## src/rtl/abn_encoder_pkg.sv

```systemverilog
// Constants shared by the quadrature encoder counter and its input filter.
package abn_encoder_pkg;

	// Clock period of core_clk in nanoseconds.
	localparam int CLK_PERIOD_NS = 10;
	// Spike filtering time of the A, B and N inputs in nanoseconds.
	localparam int FILTER_TIME_NS = 30;
	// Filter time as a whole number of clock cycles, rounded up.
	localparam int FILTER_CYCLES = (FILTER_TIME_NS + CLK_PERIOD_NS - 1) / CLK_PERIOD_NS;
	// Width of the filter's stability counter.
	localparam int FILTER_CNT_W = 4;

	// Byte offsets of the registers on the AXI4-Lite bus.
	localparam logic [7:0] OFS_MODE = 8'h00;
	localparam logic [7:0] OFS_POSITION = 8'h04;
	localparam logic [7:0] OFS_SCALE = 8'h08;
	localparam logic [7:0] OFS_LATCH = 8'h0C;
	localparam logic [7:0] OFS_STATUS = 8'h10;
	localparam logic [7:0] OFS_STATUS_CLR = 8'h14;
	localparam logic [7:0] OFS_IRQ_EN = 8'h18;
	localparam logic [7:0] OFS_GLOBAL = 8'h1C;

	// Bit positions in encoder_mode_config.
	localparam int MODE_POL_A = 0;
	localparam int MODE_POL_B = 1;
	localparam int MODE_N_POL = 2;
	localparam int MODE_CLR_CONT = 4;
	localparam int MODE_CLR_ONCE = 5;
	localparam int MODE_CLR_ENC = 6;
	localparam int MODE_DECIMAL = 10;
	// Bits of encoder_mode_config that hold storage.
	localparam logic [31:0] MODE_MASK = 32'h00000477;
	localparam logic [31:0] MODE_RESET = 32'h00000004;

	// Bit positions in global_config.
	localparam int GLOB_N_USED = 0;
	localparam logic [31:0] GLOB_RESET = 32'h00000001;

	// Reset value of the scale constant: a factor of 1.0.
	localparam logic [31:0] SCALE_RESET = 32'h00010000;

	// Status and interrupt bit positions.
	localparam int ST_N_CLEAR = 0;
	localparam int ST_N_LATCH = 1;
	localparam int ST_W = 2;

	// Decimal mode fraction wraps at this value.
	localparam logic [16:0] DEC_WRAP = 17'h02710;

	// AXI response codes.
	localparam logic [1:0] RESP_OKAY = 2'h0;
	localparam logic [1:0] RESP_SLVERR = 2'h2;

endpackage : abn_encoder_pkg

```

## src/rtl/abn_quadrature_encoder_counter.sv

```systemverilog
// Quadrature encoder counter with scaling, null handling and an AXI4-Lite slave.
`timescale 1ns/10ps
// Notes on behaviour
// - Counting works without the null input.
// - Null event clears or snapshots the position.
// - Continuous flag acts on every null event.
// - Single-shot flag acts once, then self-clears.
// - Null accepted only at selected A/B levels.
// - Clear needs clear-enable and a null flag.
// - Each A/B change adds or subtracts scale.
// - Scale is signed 16.16, fraction accumulates.
// - Decimal mode fraction ranges 0 to 9999.
// - Position is readable at any time.
// - Status records a null-triggered clear.
// - Latch register captures position on null.
// - Filtering limits each A/B line to one change per four clocks.
// - Inputs pass a three-cycle spike filter.
module abn_quadrature_encoder_counter (
	input wire logic core_clk,
	input wire logic rst,
	input wire logic encA,
	input wire logic encB,
	input wire logic encN,
	input wire logic [31:0] s_axi_awaddr,
	input wire logic s_axi_awvalid,
	output logic s_axi_awready,
	input wire logic [31:0] s_axi_wdata,
	input wire logic [3:0] s_axi_wstrb,
	input wire logic s_axi_wvalid,
	output logic s_axi_wready,
	output logic [1:0] s_axi_bresp,
	output logic s_axi_bvalid,
	input wire logic s_axi_bready,
	input wire logic [31:0] s_axi_araddr,
	input wire logic s_axi_arvalid,
	output logic s_axi_arready,
	output logic [31:0] s_axi_rdata,
	output logic [1:0] s_axi_rresp,
	output logic s_axi_rvalid,
	input wire logic s_axi_rready,
	output logic irq
);

	// Filtered encoder levels, ordered A, B, N.
	logic [2:0] pinRaw;
	logic [2:0] pinFilt;
	// Levels of A and B from the previous cycle.
	logic prevA;
	logic prevB;
	// Previous qualified null level, for edge detection.
	logic prevNQual;

	// Software-visible state.
	logic [31:0] encoderModeConfig;
	logic [31:0] globalConfig;
	logic [31:0] scale;
	logic [31:0] position;
	logic [15:0] fraction;
	logic [31:0] latchValue;
	localparam int ST_W_MAX = abn_encoder_pkg::ST_W - 1;
	logic [ST_W_MAX:0] status;
	logic [ST_W_MAX:0] irqEnable;

	// Held write address, write data and strobes of the AXI slave.
	logic [7:0] wrAddr;
	logic awHeld;
	logic [31:0] wrData;
	logic [3:0] wrStrb;
	logic wHeld;

	// Derived step and event signals.
	logic stepUp;
	logic stepDown;
	logic nActive;
	logic abMatch;
	logic nQual;
	logic nEvent;
	logic armed;
	logic doClear;
	logic wrFire;
	logic [31:0] wrMerged;
	logic [31:0] next_position;
	logic [15:0] next_fraction;
	logic [31:0] readWord;
	logic readOk;
	// Bits that set and that clear the sticky status in this cycle.
	logic [ST_W_MAX:0] statusSet;
	logic [ST_W_MAX:0] statusClr;

	// Each pin gets its own synchroniser and spike filter.
	assign pinRaw = {encN, encB, encA};
	genvar gi;
	generate
		for (gi = 0; gi < 3; gi++)
		begin : gen_filter
			abn_input_filter u_filter (
				.core_clk(core_clk),
				.rst(rst),
				.pinIn(pinRaw[gi]),
				.filtered(pinFilt[gi])
			);
		end
	endgenerate

	// Remember the last filtered A, B and qualified N levels.
	always_ff @(posedge core_clk)
	begin
		if (rst)
		begin
			prevA <= 1'b0;
			prevB <= 1'b0;
			prevNQual <= 1'b0;
		end
		else
		begin
			prevA <= pinFilt[0];
			prevB <= pinFilt[1];
			prevNQual <= nQual;
		end
	end

	// Gray sequence 00-10-11-01 counts up, the reverse down; a double change is dropped.
	always_comb
	begin
		stepUp = 1'b0;
		stepDown = 1'b0;
		case ({prevA, prevB, pinFilt[0], pinFilt[1]})
			4'b0010, 4'b1011, 4'b1101, 4'b0100: stepUp = 1'b1;
			4'b0001, 4'b0111, 4'b1110, 4'b1000: stepDown = 1'b1;
			default:
			begin
				// No change, or an invalid simultaneous change of A and B.
				stepUp = 1'b0;
				stepDown = 1'b0;
			end
		endcase
	end

	// Null qualification: active level of N while A and B match their selected levels.
	assign nActive = (pinFilt[2] == encoderModeConfig[abn_encoder_pkg::MODE_N_POL]);
	assign abMatch = (pinFilt[0] == encoderModeConfig[abn_encoder_pkg::MODE_POL_A]) &&
		(pinFilt[1] == encoderModeConfig[abn_encoder_pkg::MODE_POL_B]);
	// With the null input unused the event path stays quiet.
	assign nQual = nActive && abMatch && globalConfig[abn_encoder_pkg::GLOB_N_USED];
	assign nEvent = nQual && !prevNQual;
	// Either null flag arms the event handling.
	assign armed = encoderModeConfig[abn_encoder_pkg::MODE_CLR_CONT] ||
		encoderModeConfig[abn_encoder_pkg::MODE_CLR_ONCE];
	// Clearing additionally needs the clear-enable flag.
	assign doClear = nEvent && armed && encoderModeConfig[abn_encoder_pkg::MODE_CLR_ENC];

	// Scaled accumulation of one quadrature step in binary or decimal mode.
	always_comb
	begin
		logic [16:0] fracSum;
		logic [31:0] intPart;
		logic carry;
		fracSum = '0;
		intPart = {{16{scale[31]}}, scale[31:16]};
		carry = 1'b0;
		next_position = position;
		next_fraction = fraction;
		if (stepUp)
		begin
			fracSum = {1'b0, fraction} + {1'b0, scale[15:0]};
			if (encoderModeConfig[abn_encoder_pkg::MODE_DECIMAL])
			begin
				// Decimal fraction wraps at ten thousand.
				carry = (fracSum >= abn_encoder_pkg::DEC_WRAP);
				if (carry)
				begin
					fracSum = fracSum - abn_encoder_pkg::DEC_WRAP;
				end
			end
			else
			begin
				// Binary fraction carries out of bit 15.
				carry = fracSum[16];
			end
			next_fraction = fracSum[15:0];
			next_position = position + intPart + {31'h00000000, carry};
		end
		else if (stepDown)
		begin
			fracSum = {1'b0, fraction} - {1'b0, scale[15:0]};
			carry = fracSum[16];
			if (encoderModeConfig[abn_encoder_pkg::MODE_DECIMAL] && carry)
			begin
				// Decimal borrow adds ten thousand back to the fraction.
				fracSum = fracSum + abn_encoder_pkg::DEC_WRAP;
			end
			next_fraction = fracSum[15:0];
			next_position = position - intPart - {31'h00000000, carry};
		end
		else
		begin
			next_position = position;
			next_fraction = fraction;
		end
	end

	// Write data merged with the held register under the byte strobes.
	always_comb
	begin
		logic [31:0] oldWord;
		oldWord = 32'h00000000;
		case (wrAddr)
			abn_encoder_pkg::OFS_MODE: oldWord = encoderModeConfig;
			abn_encoder_pkg::OFS_POSITION: oldWord = position;
			abn_encoder_pkg::OFS_SCALE: oldWord = scale;
			abn_encoder_pkg::OFS_IRQ_EN: oldWord = {{(32 - abn_encoder_pkg::ST_W){1'b0}}, irqEnable};
			abn_encoder_pkg::OFS_GLOBAL: oldWord = globalConfig;
			default: oldWord = 32'h00000000;
		endcase
		for (int i = 0; i < 4; i++)
		begin
			wrMerged[i*8 +: 8] = wrStrb[i] ? wrData[i*8 +: 8] : oldWord[i*8 +: 8];
		end
	end

	// A write is carried out once address and data are both held.
	assign wrFire = awHeld && wHeld && !s_axi_bvalid;

	// Position and fraction: software write first, then null clear, then counting.
	always_ff @(posedge core_clk)
	begin
		if (rst)
		begin
			position <= 32'h00000000;
			fraction <= 16'h0000;
		end
		else if (wrFire && (wrAddr == abn_encoder_pkg::OFS_POSITION))
		begin
			// Software sets the integer position; the fraction restarts.
			position <= wrMerged;
			fraction <= 16'h0000;
		end
		else if (doClear)
		begin
			// Null event clears the counter.
			position <= 32'h00000000;
			fraction <= 16'h0000;
		end
		else
		begin
			// Count on each A/B change; the filters cap the rate.
			position <= next_position;
			fraction <= next_fraction;
		end
	end

	// Snapshot of the position on every armed null event, before any clear.
	always_ff @(posedge core_clk)
	begin
		if (rst)
		begin
			latchValue <= 32'h00000000;
		end
		else if (nEvent && armed)
		begin
			latchValue <= position;
		end
	end

	// Mode register; the single-shot flag drops by itself after its event.
	always_ff @(posedge core_clk)
	begin
		if (rst)
		begin
			encoderModeConfig <= abn_encoder_pkg::MODE_RESET;
		end
		else
		begin
			if (wrFire && (wrAddr == abn_encoder_pkg::OFS_MODE))
			begin
				encoderModeConfig <= wrMerged & abn_encoder_pkg::MODE_MASK;
			end
			if (nEvent && armed)
			begin
				// Hardware clear of the once flag wins over a write in the same cycle.
				encoderModeConfig[abn_encoder_pkg::MODE_CLR_ONCE] <= 1'b0;
			end
		end
	end

	// Scale constant, global configuration and interrupt enables.
	always_ff @(posedge core_clk)
	begin
		if (rst)
		begin
			scale <= abn_encoder_pkg::SCALE_RESET;
			globalConfig <= abn_encoder_pkg::GLOB_RESET;
			irqEnable <= '0;
		end
		else if (wrFire)
		begin
			case (wrAddr)
				abn_encoder_pkg::OFS_SCALE: scale <= wrMerged;
				abn_encoder_pkg::OFS_GLOBAL: globalConfig <= {31'h00000000, wrMerged[0]};
				abn_encoder_pkg::OFS_IRQ_EN: irqEnable <= wrMerged[ST_W_MAX:0];
				default:
				begin
					// Other offsets leave these registers alone.
					scale <= scale;
				end
			endcase
		end
	end

	// Events of this cycle, and the bits that software asks to clear.
	assign statusSet = {nEvent && armed, doClear};
	assign statusClr = (wrFire && (wrAddr == abn_encoder_pkg::OFS_STATUS_CLR)) ?
		wrMerged[ST_W_MAX:0] : '0;

	// Sticky status; a new event wins over a clear in the same cycle.
	always_ff @(posedge core_clk)
	begin
		if (rst)
		begin
			status <= '0;
		end
		else
		begin
			status <= (status & ~statusClr) | statusSet;
		end
	end

	// Level interrupt while an enabled status bit is set.
	always_ff @(posedge core_clk)
	begin
		if (rst)
		begin
			irq <= 1'b0;
		end
		else
		begin
			irq <= |(status & irqEnable);
		end
	end

	// Write address and data channels, taken in either order.
	always_ff @(posedge core_clk)
	begin
		if (rst)
		begin
			s_axi_awready <= 1'b1;
			s_axi_wready <= 1'b1;
			awHeld <= 1'b0;
			wHeld <= 1'b0;
			wrAddr <= 8'h00;
			wrData <= 32'h00000000;
			wrStrb <= 4'h0;
		end
		else
		begin
			if (s_axi_awvalid && s_axi_awready)
			begin
				// Address held; only aligned words inside the map decode.
				wrAddr <= (s_axi_awaddr[31:8] == 24'h000000) ? s_axi_awaddr[7:0] : 8'hFF;
				awHeld <= 1'b1;
				s_axi_awready <= 1'b0;
			end
			if (s_axi_wvalid && s_axi_wready)
			begin
				wrData <= s_axi_wdata;
				wrStrb <= s_axi_wstrb;
				wHeld <= 1'b1;
				s_axi_wready <= 1'b0;
			end
			if (wrFire)
			begin
				awHeld <= 1'b0;
				wHeld <= 1'b0;
			end
			if (s_axi_bvalid && s_axi_bready)
			begin
				s_axi_awready <= 1'b1;
				s_axi_wready <= 1'b1;
			end
		end
	end

	// Write response one cycle after both halves are held.
	always_ff @(posedge core_clk)
	begin
		if (rst)
		begin
			s_axi_bvalid <= 1'b0;
			s_axi_bresp <= abn_encoder_pkg::RESP_OKAY;
		end
		else if (wrFire)
		begin
			s_axi_bvalid <= 1'b1;
			case (wrAddr)
				abn_encoder_pkg::OFS_MODE, abn_encoder_pkg::OFS_POSITION, abn_encoder_pkg::OFS_SCALE,
				abn_encoder_pkg::OFS_STATUS_CLR, abn_encoder_pkg::OFS_IRQ_EN,
				abn_encoder_pkg::OFS_GLOBAL: s_axi_bresp <= abn_encoder_pkg::RESP_OKAY;
				default: s_axi_bresp <= abn_encoder_pkg::RESP_SLVERR;
			endcase
		end
		else if (s_axi_bvalid && s_axi_bready)
		begin
			s_axi_bvalid <= 1'b0;
		end
	end

	// Read decode; position and latch are readable at any time.
	always_comb
	begin
		readWord = 32'h00000000;
		readOk = 1'b1;
		if (s_axi_araddr[31:8] != 24'h000000)
		begin
			readOk = 1'b0;
		end
		else
		begin
			case (s_axi_araddr[7:0])
				abn_encoder_pkg::OFS_MODE: readWord = encoderModeConfig;
				abn_encoder_pkg::OFS_POSITION: readWord = position;
				abn_encoder_pkg::OFS_SCALE: readWord = scale;
				abn_encoder_pkg::OFS_LATCH: readWord = latchValue;
				abn_encoder_pkg::OFS_STATUS: readWord = {30'h00000000, status};
				abn_encoder_pkg::OFS_STATUS_CLR: readWord = 32'h00000000;
				abn_encoder_pkg::OFS_IRQ_EN: readWord = {30'h00000000, irqEnable};
				abn_encoder_pkg::OFS_GLOBAL: readWord = globalConfig;
				default: readOk = 1'b0;
			endcase
		end
	end

	// Read channel: address taken, data returned on the next cycle.
	always_ff @(posedge core_clk)
	begin
		if (rst)
		begin
			s_axi_arready <= 1'b1;
			s_axi_rvalid <= 1'b0;
			s_axi_rdata <= 32'h00000000;
			s_axi_rresp <= abn_encoder_pkg::RESP_OKAY;
		end
		else if (s_axi_arvalid && s_axi_arready)
		begin
			s_axi_arready <= 1'b0;
			s_axi_rvalid <= 1'b1;
			s_axi_rdata <= readWord;
			s_axi_rresp <= readOk ? abn_encoder_pkg::RESP_OKAY : abn_encoder_pkg::RESP_SLVERR;
		end
		else if (s_axi_rvalid && s_axi_rready)
		begin
			s_axi_rvalid <= 1'b0;
			s_axi_arready <= 1'b1;
		end
	end

endmodule : abn_quadrature_encoder_counter

```

## src/rtl/abn_input_filter.sv

```systemverilog
// Synchroniser and three-cycle spike filter for one encoder input.
`timescale 1ns/10ps
module abn_input_filter (
	input wire logic core_clk,
	input wire logic rst,
	input wire logic pinIn,
	output logic filtered
);

	// Three-stage synchroniser; only stage two and three are compared.
	logic sync1;
	logic sync2;
	logic sync3;
	// Counts cycles for which the synchronised level differs from the output.
	logic [abn_encoder_pkg::FILTER_CNT_W-1:0] stableCnt;

	// Synchroniser chain; the first stage feeds nothing but the second.
	always_ff @(posedge core_clk)
	begin
		if (rst)
		begin
			sync1 <= 1'b0;
			sync2 <= 1'b0;
			sync3 <= 1'b0;
		end
		else
		begin
			sync1 <= pinIn;
			sync2 <= sync1;
			sync3 <= sync2;
		end
	end

	// The output follows only a level that stood for the whole filter time.
	always_ff @(posedge core_clk)
	begin
		if (rst)
		begin
			stableCnt <= '0;
			filtered <= 1'b0;
		end
		else if ((sync2 == sync3) && (sync3 != filtered))
		begin
			// A new level is seen; accept it once it has lasted long enough.
			if (stableCnt == abn_encoder_pkg::FILTER_CNT_W'(abn_encoder_pkg::FILTER_CYCLES - 1))
			begin
				filtered <= sync3;
				stableCnt <= '0;
			end
			else
			begin
				stableCnt <= stableCnt + 1'b1;
			end
		end
		else
		begin
			// A short pulse restarts the count and is rejected.
			stableCnt <= '0;
		end
	end

endmodule : abn_input_filter

```

## config.mk

```make
export PLATFORM = sky130hd
export DESIGN_NAME = abn_quadrature_encoder_counter
export DESIGN_NICKNAME = d
export VERILOG_FILES = /design/src/rtl/abn_encoder_pkg.sv /design/src/rtl/abn_quadrature_encoder_counter.sv /design/src/rtl/abn_input_filter.sv
export SDC_FILE = /design/constraint.sdc
export NUM_CORES = 1
export LEC_CHECK = 0
export ABC_AREA = 1
export BUFFER_PORTS_ARGS = -buffer_cell sky130_fd_sc_hd__buf_4
export CAP_MARGIN = 20
export CELL_PAD_IN_SITES_DETAIL_PLACEMENT = 0
export CELL_PAD_IN_SITES_GLOBAL_PLACEMENT = 1
export CORE_MARGIN = 2
export CORE_UTILIZATION = 30
export CTS_CLUSTER_DIAMETER = 40
export CTS_CLUSTER_SIZE = 40
export DETAILED_ROUTE_END_ITERATION = 16
export PLACE_DENSITY = 0.64
export SLEW_MARGIN = 20
export SYNTH_ARGS = -nofsm -noshare
export SYNTH_HDL_FRONTEND = slang
export SYNTH_SLANG_ARGS = --single-unit
```

## constraint.sdc

```tcl
create_clock -name core_clk -period 13.5 [get_ports core_clk]
set_input_delay 2.7 -clock core_clk [delete_from_list [all_inputs] [get_ports core_clk]]
set_output_delay 2.7 -clock core_clk [all_outputs]
set_load 0.01 [all_outputs]
```

# Word-level counts from Yosys, hierarchy flattened
# Index checks and enable logic that the tools add are counted.
dict set report totals {
  out_inout_bits 42
  register_bits 239
  elab_cells 173
  inputBits 110
}
dict set report classes {
  addsub 11
  muxes 32
  order_cmp 1
  eq_ne 32
  bitwise 7
  n_reduce_logical 49
}
# operator count
set ops {}
lappend ops {{$pmux 32 s7} 1}
lappend ops {{$mux 32} 5}
lappend ops {{$pmux 32 s5} 1}
lappend ops {{$mux 16} 5}
lappend ops {{$eq 8x5->1 const B} 7}
lappend ops {{$mux 8} 5}
lappend ops {{$add 32x1->32} 1}
lappend ops {{$add 32x32->32} 1}
lappend ops {{$sub 32x1->32} 1}
lappend ops {{$sub 32x32->32} 1}
lappend ops {{$eq 8x4->1 const B} 3}
lappend ops {{$logic_not 24->1} 1}
lappend ops {{$reduce_bool 24->1} 1}
lappend ops {{$logic_and 1x1->1} 20}
lappend ops {{$add 16x16->17} 1}
lappend ops {{$ge 17x14->1 const B} 1}
lappend ops {{$sub 16x16->17} 1}
lappend ops {{$add 16x14->16 const B} 1}
lappend ops {{$eq 4x2->1 const B} 4}
lappend ops {{$eq 4x4->1 const B} 4}
lappend ops {{$eq 8x3->1 const B} 2}
lappend ops {{$logic_not 8->1} 2}
lappend ops {{$sub 16x14->16 const B} 1}
lappend ops {{$add 4x1->4 const B} 3}
lappend ops {{20 further kinds} 59}

# Longest topological paths before layout
# Gate-level depths: netlist of the first run.
dict set report depth {
  depth_word 9
  mapped_depth 39
}

# Hierarchy
# A second synthesis of the first run with hierarchy kept.
dict set report hier_totals {
  hier_cells 2774
  area_unflattened_um2 17727.0
}
# mod seq_area_each_um2 n_inst cells_each area_per_inst_um2
set modules_own_cells {}
lappend modules_own_cells {abn_quadrature_encoder_counter 4264.1 1 2648 16728.5}
lappend modules_own_cells {abn_input_filter 160.2 3 42 332.8}

# Worst setup path after synthesis of the first run
# OpenSTA, ideal clock, no wires.
dict set report synth_path {
  path_type {register -> register}
  from {register scale[0]}
  to {register position[30]}
  path_stages_with_launch 35
  slack_ps 8844
  required_ps 13430
  setup_ps 70
  arrival_ps 4586
  path_buffers 1
  cell_sequence {dfxtp_1 -> ha_1 -> fa_1 -> nand2_1 -> nand3_2 -> xor2_2 -> ha_1 -> nor3b_1 -> nand3_1 -> nor2_1 -> nand3_1 -> nor2_1 -> nand2_1 -> nand2_2 -> nand2_4 -> nand2_4 -> buf_4 -> a21oi_1 -> fa_1 -> fa_1 -> nor2_1 -> nand2_1 -> nand2_1 -> nand2_1 -> a22oi_1 -> nand2_1 -> nand2_1 -> nand2_1 -> nand2_1 -> nand3_1 -> nand3_1 -> nand2_1 -> o21ai_0 -> nand2_1 -> a21oi_1}
}
dict set report synth_via {
  elab_chain_cells 8
  word_cells_on_any_way 11
  cone_classes {add/sub: 4; order compare: 1; mux: 6}
}
# item line
set synth_rtl {}
lappend synth_rtl {{from (decl)} abn_quadrature_encoder_counter.sv:56} ;# logic [31:0] scale;
lappend synth_rtl {{from (signal assigned)} abn_quadrature_encoder_counter.sv:291} ;# scale <= abn_encoder_pkg::SCALE_RESET;
lappend synth_rtl {{from (signal assigned)} abn_quadrature_encoder_counter.sv:298} ;# abn_encoder_pkg::OFS_SCALE: scale <= wrMerged;
lappend synth_rtl {{from (signal assigned)} abn_quadrature_encoder_counter.sv:304} ;# scale <= scale;
lappend synth_rtl {{$add 16x16->17} abn_quadrature_encoder_counter.sv:165} ;# fracSum = {1'b0, fraction} + {1'b0, scale[15:0]};
lappend synth_rtl {{$ge 17x14->1} abn_quadrature_encoder_counter.sv:169} ;# carry = (fracSum >= abn_encoder_pkg::DEC_WRAP);
lappend synth_rtl {{$mux 1} abn_quadrature_encoder_counter.sv:166} ;# if (encoderModeConfig[abn_encoder_pkg::MODE_DECIMAL])
lappend synth_rtl {{$mux 1} abn_quadrature_encoder_counter.sv:163} ;# if (stepUp)
lappend synth_rtl {{$add 32x1->32} abn_quadrature_encoder_counter.sv:181} ;# next_position = position + intPart + {31'h00000000, carry};
lappend synth_rtl {{$mux 32 *} abn_quadrature_encoder_counter.sv:163}
lappend synth_rtl {{$mux 32 *} abn_quadrature_encoder_counter.sv:238} ;# else if (doClear)
lappend synth_rtl {{$mux 32 *} abn_quadrature_encoder_counter.sv:232} ;# else if (wrFire && (wrAddr == abn_encoder_pkg::OFS_POSITION))
lappend synth_rtl {{to (signal assigned)} abn_quadrature_encoder_counter.sv:235} ;# position <= wrMerged;
lappend synth_rtl {{to (signal assigned)} abn_quadrature_encoder_counter.sv:247} ;# position <= next_position;
lappend synth_rtl {{to (decl)} abn_quadrature_encoder_counter.sv:57} ;# logic [31:0] position;
# Mark *: on every way between the ends. The rest lies on a longest branch, timed or not. The select of a mux whose other input is x is not followed.
# A chain may end at the register's enable or synchronous reset.

# Worst setup path after layout of the first run
# Same ends and word-level chain as after synthesis.

==> flow_metrics.tcl, run 1 <==
set metrics [dict create \
    setup_viol 0 \
    vias_per_cell 5.143 \
    grt_antenna_before_repair 0 \
    slew_viols_final 0 \
    fmaxAchievable_mhz 178.3 \
    setup-tns-final_ps 0 \
    grt_usage_pct 23.03 \
    num-fill-cells 6313 \
    final_setup_slack_of_the_worst_path_ps 7890 \
    worst_clock_skew_ps 50.33 \
    setup.worst_path.end_class "register" \
    max_slew.worst_pin.slew_ps 1032 \
    cts_tree "built" \
    layout_cells_excl_fill 3630 \
    netlist.top_cell.by_area "dfxtp_1" \
    timing.max_slew.rel_slack_pct 31.23 \
    ys_seq_elements 237 \
    synth-main-ff-cell "dfxtp_1" \
    worst_setup_path_start_kind "register" \
    cp_data_arrival_time_ps 6160 \
    pin_count 152 \
    timing.critical_path.fanout_max 20 \
    avgSynthCellArea_um2 6.427 \
    die_height_um 244.8 \
    postCtsResizedCells 0 \
    tritoncts.num_buffers 54 \
    max_cap_violations 0 \
    yosys-top-cells-area "dfxtp_1, nand2_1, ha_1, a21oi_1, o21ai_0" \
    reg2reg_depth 33 \
    synthesis.instances 2707 \
    critical-path-top-delay-family "simple AND/OR/NAND/NOR gates" \
    first_pass_iters 8 \
    synth.yosys.warnings 0 \
    grt_first_pass_wirelength_um 107000 \
    cts.repair_timing.setup_buffer_count 0 \
    synth_enable_flop_cells 0 \
    buffer_type_at_the_clock_tree_root "clkbuf_16" \
    post-route-drc-count 0 \
    placement.io_buffers 149 \
    final_core_util_pct 36.59 \
    cpMostUsedCell "nand2_1" \
    cts.htree.levels 2 \
    mappedNetlistArea_um2 17400 \
    holdWs_ps 399.4 \
    drive_gt1_share_pct 12.01 \
    pwr-share-clk_pct 60.3 \
    synth.cells.most_frequent "nand2_1, inv_1, a21oi_1" \
    period_minus_slack_ps 5610 \
    count_of_final_hold_check_violations 0 \
    power.switching_mw 0.5863 \
    pwr-share-comb_pct 7.8 \
    timing.critical_path.buf_inv 0 \
    flow.area_growth_from_synthesis_pct 20.87 \
    vias 18670 \
    worst-setup-path-type "register to register" \
    cts_buffer_depth 3 \
    tcrit_tclk_final_pct 41.55 \
    floorplan.initialDensity_pct 30.27 \
    cts_sinks 237 \
    run_status "finished clean" \
    insertedDiodeCount 0 \
    required_ps 14050 \
    place_ws_ps 7992 \
    route.antenna.remaining_nets 0 \
    dieArea_um2 59930 \
    path_depth 33 \
    detail_route.iter0.violations 1423 \
    placementRows 88 \
    p_leak_nw 10.06 \
    ys_async_sr_fraction_pct 0 \
    synth.lib_cells_used.distinct 63 \
    insertion_delay_ps 620 \
    min-delay-path-class "register to register" \
    cts.reportedPaths.clkPinSlew_ps 50 \
    intPower_mw 1.692 \
    route.detailed.wl_per_inst_um 19.41 \
    fin_nets 3068 \
    drt_wl_total_um 70450 \
    pwr-share-seq_pct 32.0 \
    crit_slowest_cell "fa_1" \
    hpwl_um 54030 \
    part_of_the_yosys_area_used_for_sequential_elements_pct 27.27 \
    power-per-cell-area_nw_per_um2 108.4 \
    synth_most_common_cell "nand2_1" \
    cts_hold_repair.buffers 0 \
    ir_drop_v 0.00009156 \
    first_global_vias 18010 \
    gpl.final_weighted_congestion 0.9093 \
    grt_max_degree 87 \
    synthDominantCellAreaShare_pct 27.27 \
    power.share.switching_pct 25.73 \
    placed_cells 3529 \
    core_region_area_um2 57480 \
    die_x_um 244.8 \
    rsz_0062_raised_after_global_routing "false" \
    overflow 0 \
    min_path_cells 2 \
    cp_slowest_stage_delay_ps 440 \
]
[cell families (layout without fill, tap and decap cells)]
group                    count (synthesis)  after routing  share of synthesized area (%)
AND/OR/NAND/NOR                       1073           1073                          26.23
buffers and inverters                  495            652                          11.38
AO/OA/AOI/OAI                          733            733                          23.38
adder cells (fa/ha/maj)                137            137                          10.11
flip-flops                             237            237                          27.27
other                                    1              2                        0.02155
XOR/XNOR                                31             31                          1.604
[placed cells by master, fill, tap and decap left out, types with 13 or more instances in the layout]
cell and count:
a21oi_1 299, a31oi_1 17, buf_4 166, clkbuf_16 54, dfxtp_1 237, ha_1 131
inv_1 366, inv_2 13, nand2_1 578, nand2_2 13, nand3_1 116, nand4_1 18
nor2_1 265, nor3_1 13, nor4_1 16, o21ai_0 277, o221ai_1 23, o22ai_1 38
xor2_1 19
[worst register-to-register path, delay by kind of cell, from the launching register on]
kind / cells / cell delay, ps
AO/OA/AOI/OAI: 4 / 700
flip-flops: 1 / 380
AND/OR/NAND/NOR: 23 / 2510
XOR/XNOR: 1 / 250
adder cells (fa/ha/maj): 5 / 1710
[layer usage]
metal  vias to the layer above  track usage, %  wire length, um
met1                      8734           32.38            33490
li1                       9179               -                -
met4                         0           7.550             2040
met5                         -               0                0
met2                       640           35.37            30060
met3                       115           4.133             4857
[per-stage QoR]
| step | power (mW) | instance area (um2) |
|---|---|---|
| after floorplan | 0.8372 | 17400 |
| after global placement | 0.9150 | 19080 |
| after detailed placement | 0.9154 | 19080 |
| after CTS | 2.300 | 21000 |
| after global routing | 2.355 | 21030 |
| final | 2.279 | 21030 |
[cell type report]
class	count	area, um2	share of cell area, %
clock buffer	66	1476	7.021
clock inverter	34	440.4	2.094
inverter	385	1448	6.884
multi-input combinational	1976	10690	50.83
sequential	237	4745	22.56
tap	765	957.2	4.552
timing repair buffer	167	1274	6.057
[power groups by stage]
| stage | combinational [mW] | sequential, mW | clock (mW) |
|---|---|---|---|
| finish | 0.177 | 0.729 | 1.37 |
| global route | 0.194 | 0.730 | 1.43 |
| CTS | 0.174 | 0.729 | 1.40 |
| detailed placement | 0.173 | 0.742 | 0 |
| global placement | 0.173 | 0.742 | 0 |
| floorplan | 0.0992 | 0.738 | 0 |
[flip-flops by register name, summed over array words and instances, names as in the netlist, 2 cells and up]
register	cells
status	2
gen_filter.u_filter.sync1	3
encoderModeConfig	7
latchValue	32
irqEnable	2
scale	32
s_axi_rdata	32
wrStrb	4
position	32
wrData	32
gen_filter.u_filter.sync2	3
gen_filter.u_filter.stableCnt	12
fraction	16
wrAddr	8
gen_filter.u_filter.sync3	3
gen_filter.u_filter.filtered	3
[worst paths after layout]
path	start	to	slack (ps)
setup / recovery	scale[0]	position[30]	7890
hold reg to reg	gen_filter[2].u_filter.sync1	gen_filter[2].u_filter.sync2	400
hold / removal	gen_filter[2].u_filter.sync1	gen_filter[2].u_filter.sync2	400
setup reg to reg	scale[0]	position[30]	7890
(Power assumes the default switching activity.)
==> run 2, diff against run 1 <==
- PLACE_DENSITY: 0.64 -> 0.66
- clock period: 13.5 -> 4.54 ns (I/O delays scaled with it)
==> flow_metrics.tcl, run 2 (synthesized netlist as in run 1, its figures left out) <==
set metrics [dict create \
    grt_first_pass_wirelength_um 108300 \
    tcrit_tclk_final_pct 100.8 \
    crit_slowest_cell "fa_2" \
    max_cap_violations 0 \
    drive_gt1_share_pct 18.48 \
    slew_viols_final 0 \
    grt_max_degree 64 \
    worst_setup_path_start_kind "register" \
    worst-setup-path-type "register to register" \
    fin_total_pwr_mw 6.839 \
    cts_buffer_depth 3 \
    final_core_util_pct 39.14 \
    cts_sinks 237 \
    overflow 0 \
    buffer_type_at_the_clock_tree_root "clkbuf_16" \
    timing.max_slew.rel_slack_pct 28.79 \
    timing.critical_path.fanout_max 3 \
    detail_route.iter0.violations 1395 \
    power-per-cell-area_nw_per_um2 304.0 \
    worst_clock_skew_ps 46.62 \
    placementRows 88 \
    grt_usage_pct 23.06 \
    layout_commonest_cell "nand2_1" \
    cpMostUsedCell "nand2_1" \
    run_status "finished, violations left" \
    cts_tree "built" \
    placement.io_buffers 149 \
    first_pass_iters 5 \
    cts.reportedPaths.clkPinSlew_ps 50 \
    layout_cells_excl_fill 3790 \
    vias 19180 \
    most_frequent_cells_in_the_layout "nand2_1, inv_1, buf_4" \
    hpwl_um 55190 \
    ir_drop_v 0.0002485 \
    placed_cells 3686 \
    required_ps 4980 \
    max_slew.worst_pin.slew_ps 1057 \
    fin_nets 3231 \
    cp_data_arrival_time_ps 5020 \
    insertedDiodeCount 0 \
    fmaxAchievable_mhz 218.5 \
    route.antenna.remaining_nets 0 \
    tritoncts.num_buffers 51 \
    first_global_vias 18590 \
    post_place_instance_area_um2 20290 \
    grt_antenna_before_repair 0 \
    pin_count 152 \
    drt_wl_total_um 71230 \
    gpl.final_weighted_congestion 0.9188 \
    period_minus_slack_ps 4577 \
    setup.worst_path.end_class "register" \
    setup_viol 2 \
    cp_slowest_stage_delay_ps 370 \
    p_leak_nw 10.92 \
    min-delay-path-class "register to register" \
    die_x_um 244.8 \
    cts.htree.levels 2 \
    floorplan.initialDensity_pct 30.27 \
    rsz_0062_raised_after_global_routing "true" \
    insertion_delay_ps 600 \
    vias_per_cell 5.060 \
    dieArea_um2 59930 \
    post-route-drc-count 0 \
    final_area_um2 22490 \
    flow.area_growth_from_synthesis_pct 29.29 \
    core_region_area_um2 57480 \
    count_of_final_hold_check_violations 0 \
    violations "setup timing" \
    die_height_um 244.8 \
    route.detailed.wl_per_inst_um 18.79 \
    final_setup_slack_of_the_worst_path_ps -37.26 \
]
[run 2: cell types whose count changed in the layout (fill, tap and decap cells not counted), moves of 7 or more]
cell,previous run,this run
nand3_1,116,106
nand2_1,578,563
nand3_2,9,17
o21ai_0,277,268
buf_4,166,329
nand2_2,13,28
o21ai_1,4,12
a21oi_1,299,292
[run 2: path summary, 6_finish.rpt]
| check | start | endpoint | slack, ps | cells past startpoint |
|---|---|---|---|---|
| max | scale[0] | position[8] | -40 | 33 |
| max reg2reg | scale[0] | position[8] | -40 | 33 |
| min | gen_filter[2].u_filter.sync1 | gen_filter[2].u_filter.sync2 | 400 | 2 |
| min reg2reg | gen_filter[2].u_filter.sync1 | gen_filter[2].u_filter.sync2 | 400 | 2 |
[run 2: worst max-delay path: cells and delay by family (launching register included)]
kind	cells	cell delay, ps
AOI/OAI and AO/OA	5	580
adders and majority gates	4	1260
buffers and inverters	5	680
DFF	1	360
and+or+nand+nor	19	1530
[run 2: per-layer routing]
| metal | wire [um] | vias up | global-route usage, % |
|---|---|---|---|
| met5 | 0 | - | 0 |
| met3 | 4053 | 95 | 3.346 |
| met2 | 31130 | 611 | 36.41 |
| met1 | 34320 | 8948 | 32.42 |
| li1 | - | 9524 | - |
| met4 | 1723 | 0 | 6.761 |
[run 2: timing repair]
item | CTS | global route
pin swaps | 4 | 18
setup buffers | 1 | 9
hold buffers | 0 | 0
gates resized for setup | 9 | 61
endpoints found under the setup margin | 11 | 22
cloned | 0 | 0
[run 2: through the flow]
stage | hold WS, ps | setup TNS [ps] | worst slack, ps
CTS | 395.2 | -23.29 | -23.29
detailed placement | 395.8 | -734.5 | -171.8
global placement | 391.8 | -313.7 | -110.4
global route | 446.2 | -3764 | -371.9
floorplan | 388.3 | 0 | 33.12
finish | 399.6 | -53.44 | -37.26
[run 2: power by group]
group          switching [mW]  internal, mW  total (mW)
clock network            1.35          2.78        4.13
logic                   0.342         0.202       0.544
registers              0.0352          2.13        2.17
[run 2: cell type report]
class | instances | area, um2
fill | 6270 | 34980
clock buffer | 60 | 1361
multi-input combinational | 1976 | 10920
inverter | 385 | 1450
clock inverter | 34 | 528.0
timing repair buffer | 333 | 2524
sequential | 237 | 4750
tap | 765 | 957.2
==> run 3, diff against run 2 <==
- clock period: 4.54 -> 3.8 ns (I/O delays scaled with it)
==> flow_metrics.tcl, run 3 (synthesized netlist as in run 1, its figures left out) <==
set metrics [dict create \
    period_minus_slack_ps 4573 \
    floorplan.initialDensity_pct 30.27 \
    first_pass_iters 5 \
    setup.worst_path.end_class "register" \
    first_global_vias 18940 \
    cts.reportedPaths.clkPinSlew_ps 50 \
    worst_clock_skew_ps 45.60 \
    final_setup_slack_of_the_worst_path_ps -772.5 \
    most_frequent_cells_in_the_layout "nand2_1, buf_4, inv_1" \
    worst_setup_path_start_kind "register" \
    buffer_type_at_the_clock_tree_root "clkbuf_16" \
    max_slew.worst_pin.slew_ps 1012 \
    overflow 0 \
    fin_total_pwr_mw 8.176 \
    insertedDiodeCount 0 \
    grt_first_pass_wirelength_um 110300 \
    die_x_um 244.8 \
    cts_tree "built" \
    grt_antenna_before_repair 0 \
    tritoncts.num_buffers 52 \
    count_of_final_hold_check_violations 0 \
    violations "setup timing" \
    cp_data_arrival_time_ps 5040 \
    fin_nets 3300 \
    layout_commonest_cell "nand2_1" \
    crit_slowest_cell "fa_2" \
    hpwl_um 55310 \
    vias 19560 \
    insertion_delay_ps 610 \
    cpMostUsedCell "buf_4" \
    worst-setup-path-type "register to register" \
    die_height_um 244.8 \
    rsz_0062_raised_after_global_routing "true" \
    num-fill-cells 6162 \
    cts.htree.levels 2 \
    route.detailed.wl_per_inst_um 18.71 \
    ir_drop_v 0.0003324 \
    cts_buffer_depth 3 \
    dieArea_um2 59930 \
    pin_count 152 \
    post-route-drc-count 0 \
    placement.io_buffers 149 \
    grt_usage_pct 23.54 \
    slew_viols_final 0 \
    max_cap_violations 0 \
    core_region_area_um2 57480 \
    run_status "finished, violations left" \
    grt_max_degree 114 \
    required_ps 4270 \
    drt_wl_total_um 72210 \
    place_ws_ps -1044 \
    p_leak_nw 11.35 \
    timing.critical_path.fanout_max 2 \
    flow.area_growth_from_synthesis_pct 33.62 \
    vias_per_cell 5.068 \
    drive_gt1_share_pct 21.39 \
    fmaxAchievable_mhz 218.7 \
    cts_sinks 237 \
    route.antenna.remaining_nets 0 \
    detail_route.iter0.violations 1479 \
    tcrit_tclk_final_pct 120.3 \
    cp_slowest_stage_delay_ps 400 \
    setup_viol 31 \
    placementRows 88 \
    gpl.final_weighted_congestion 0.9054 \
    min-delay-path-class "primary input to register" \
    timing.max_slew.rel_slack_pct 32.44 \
    power-per-cell-area_nw_per_um2 351.7 \
]
run 3: cell types whose count changed in the layout (fill, tap and decap cells not counted), moves of 5 or more:
cell / previous run / this run
o21ai_1: 12 / 26
ha_1: 125 / 118
clkbuf_8: 3 / 8
nand2_4: 4 / 9
o21ai_0: 268 / 251
ha_2: 2 / 10
a21oi_1: 292 / 287
buf_4: 329 / 391
nand2_1: 563 / 554
run 3: layout make-up:
type                    instances  area (um2)  area share (%)
clock inverters                29       464.2           1.997
inverters                     385        1448           6.227
repair buffers                401        3074           13.22
clock buffers                  67        1459           6.276
well taps                     765       957.2           4.117
flip-flops and latches        237        4750           20.43
multi-input cells            1976       11100           47.73
run 3: final timing paths:
path                            slack [ps]                            to  cells past startpoint                          from
worst max-delay path                  -770                  fraction[15]                     33                      scale[0]
worst min-delay path                   350  gen_filter[0].u_filter.sync1                      3                          encA
worst max register to register        -770                  fraction[15]                     33                      scale[0]
worst min register to register         410  gen_filter[2].u_filter.sync2                      2  gen_filter[2].u_filter.sync1
run 3: timing repair:
action | 4_1_cts | 5_1_grt
endpoints found under the setup margin | 30 | 32
hold buffers | 0 | 0
gates resized for setup | 73 | 43
setup buffers | 28 | 9
pin swaps | 31 | 26
run 3: stage by stage:
step / hold WS, ps / utilization (%) / instance area (um2) / instances / TNS, ps
2_1_floorplan: 388.3 / - / 17470 / 2708 / -4541
3_3_place_gp: 398.2 / 35.98 / 20680 / 3728 / -17490
3_5_place_dp: 406.2 / 35.98 / 20680 / 3728 / -19490
4_1_cts: 322.4 / 40.04 / 23010 / 3852 / -14780
5_1_grt: 336.9 / 40.45 / 23250 / 3860 / -23990
6_report: 350.2 / 40.45 / 23250 / 3860 / -15980
run 3: per-layer routing:
| layer | vias up | track usage [%] | wire, um |
|---|---|---|---|
| met1 | 9151 | 33.56 | 34510 |
| met3 | 99 | 3.455 | 4701 |
| li1 | 9645 | - | - |
| met2 | 666 | 36.54 | 31270 |
| met5 | - | 0 | 0 |
| met4 | 0 | 6.905 | 1727 |
run 3: where the power goes:
group          internal (mW)  leakage [nW]  switching [mW]
Sequential              2.55          1.93          0.0415
Clock                   3.33         0.932            1.60
Combinational          0.248          8.50           0.402
Total                   6.13          11.4            2.05
run 3: critical path: cells and delay by family (launching register included):
kind / cells / cell delay (ps)
adder cells (fa/ha/maj): 3 / 740
flip-flops: 1 / 330
AO/OA/AOI/OAI: 1 / 140
buffers and inverters: 16 / 1850
AND/OR/NAND/NOR: 12 / 1200
XOR/XNOR: 1 / 160
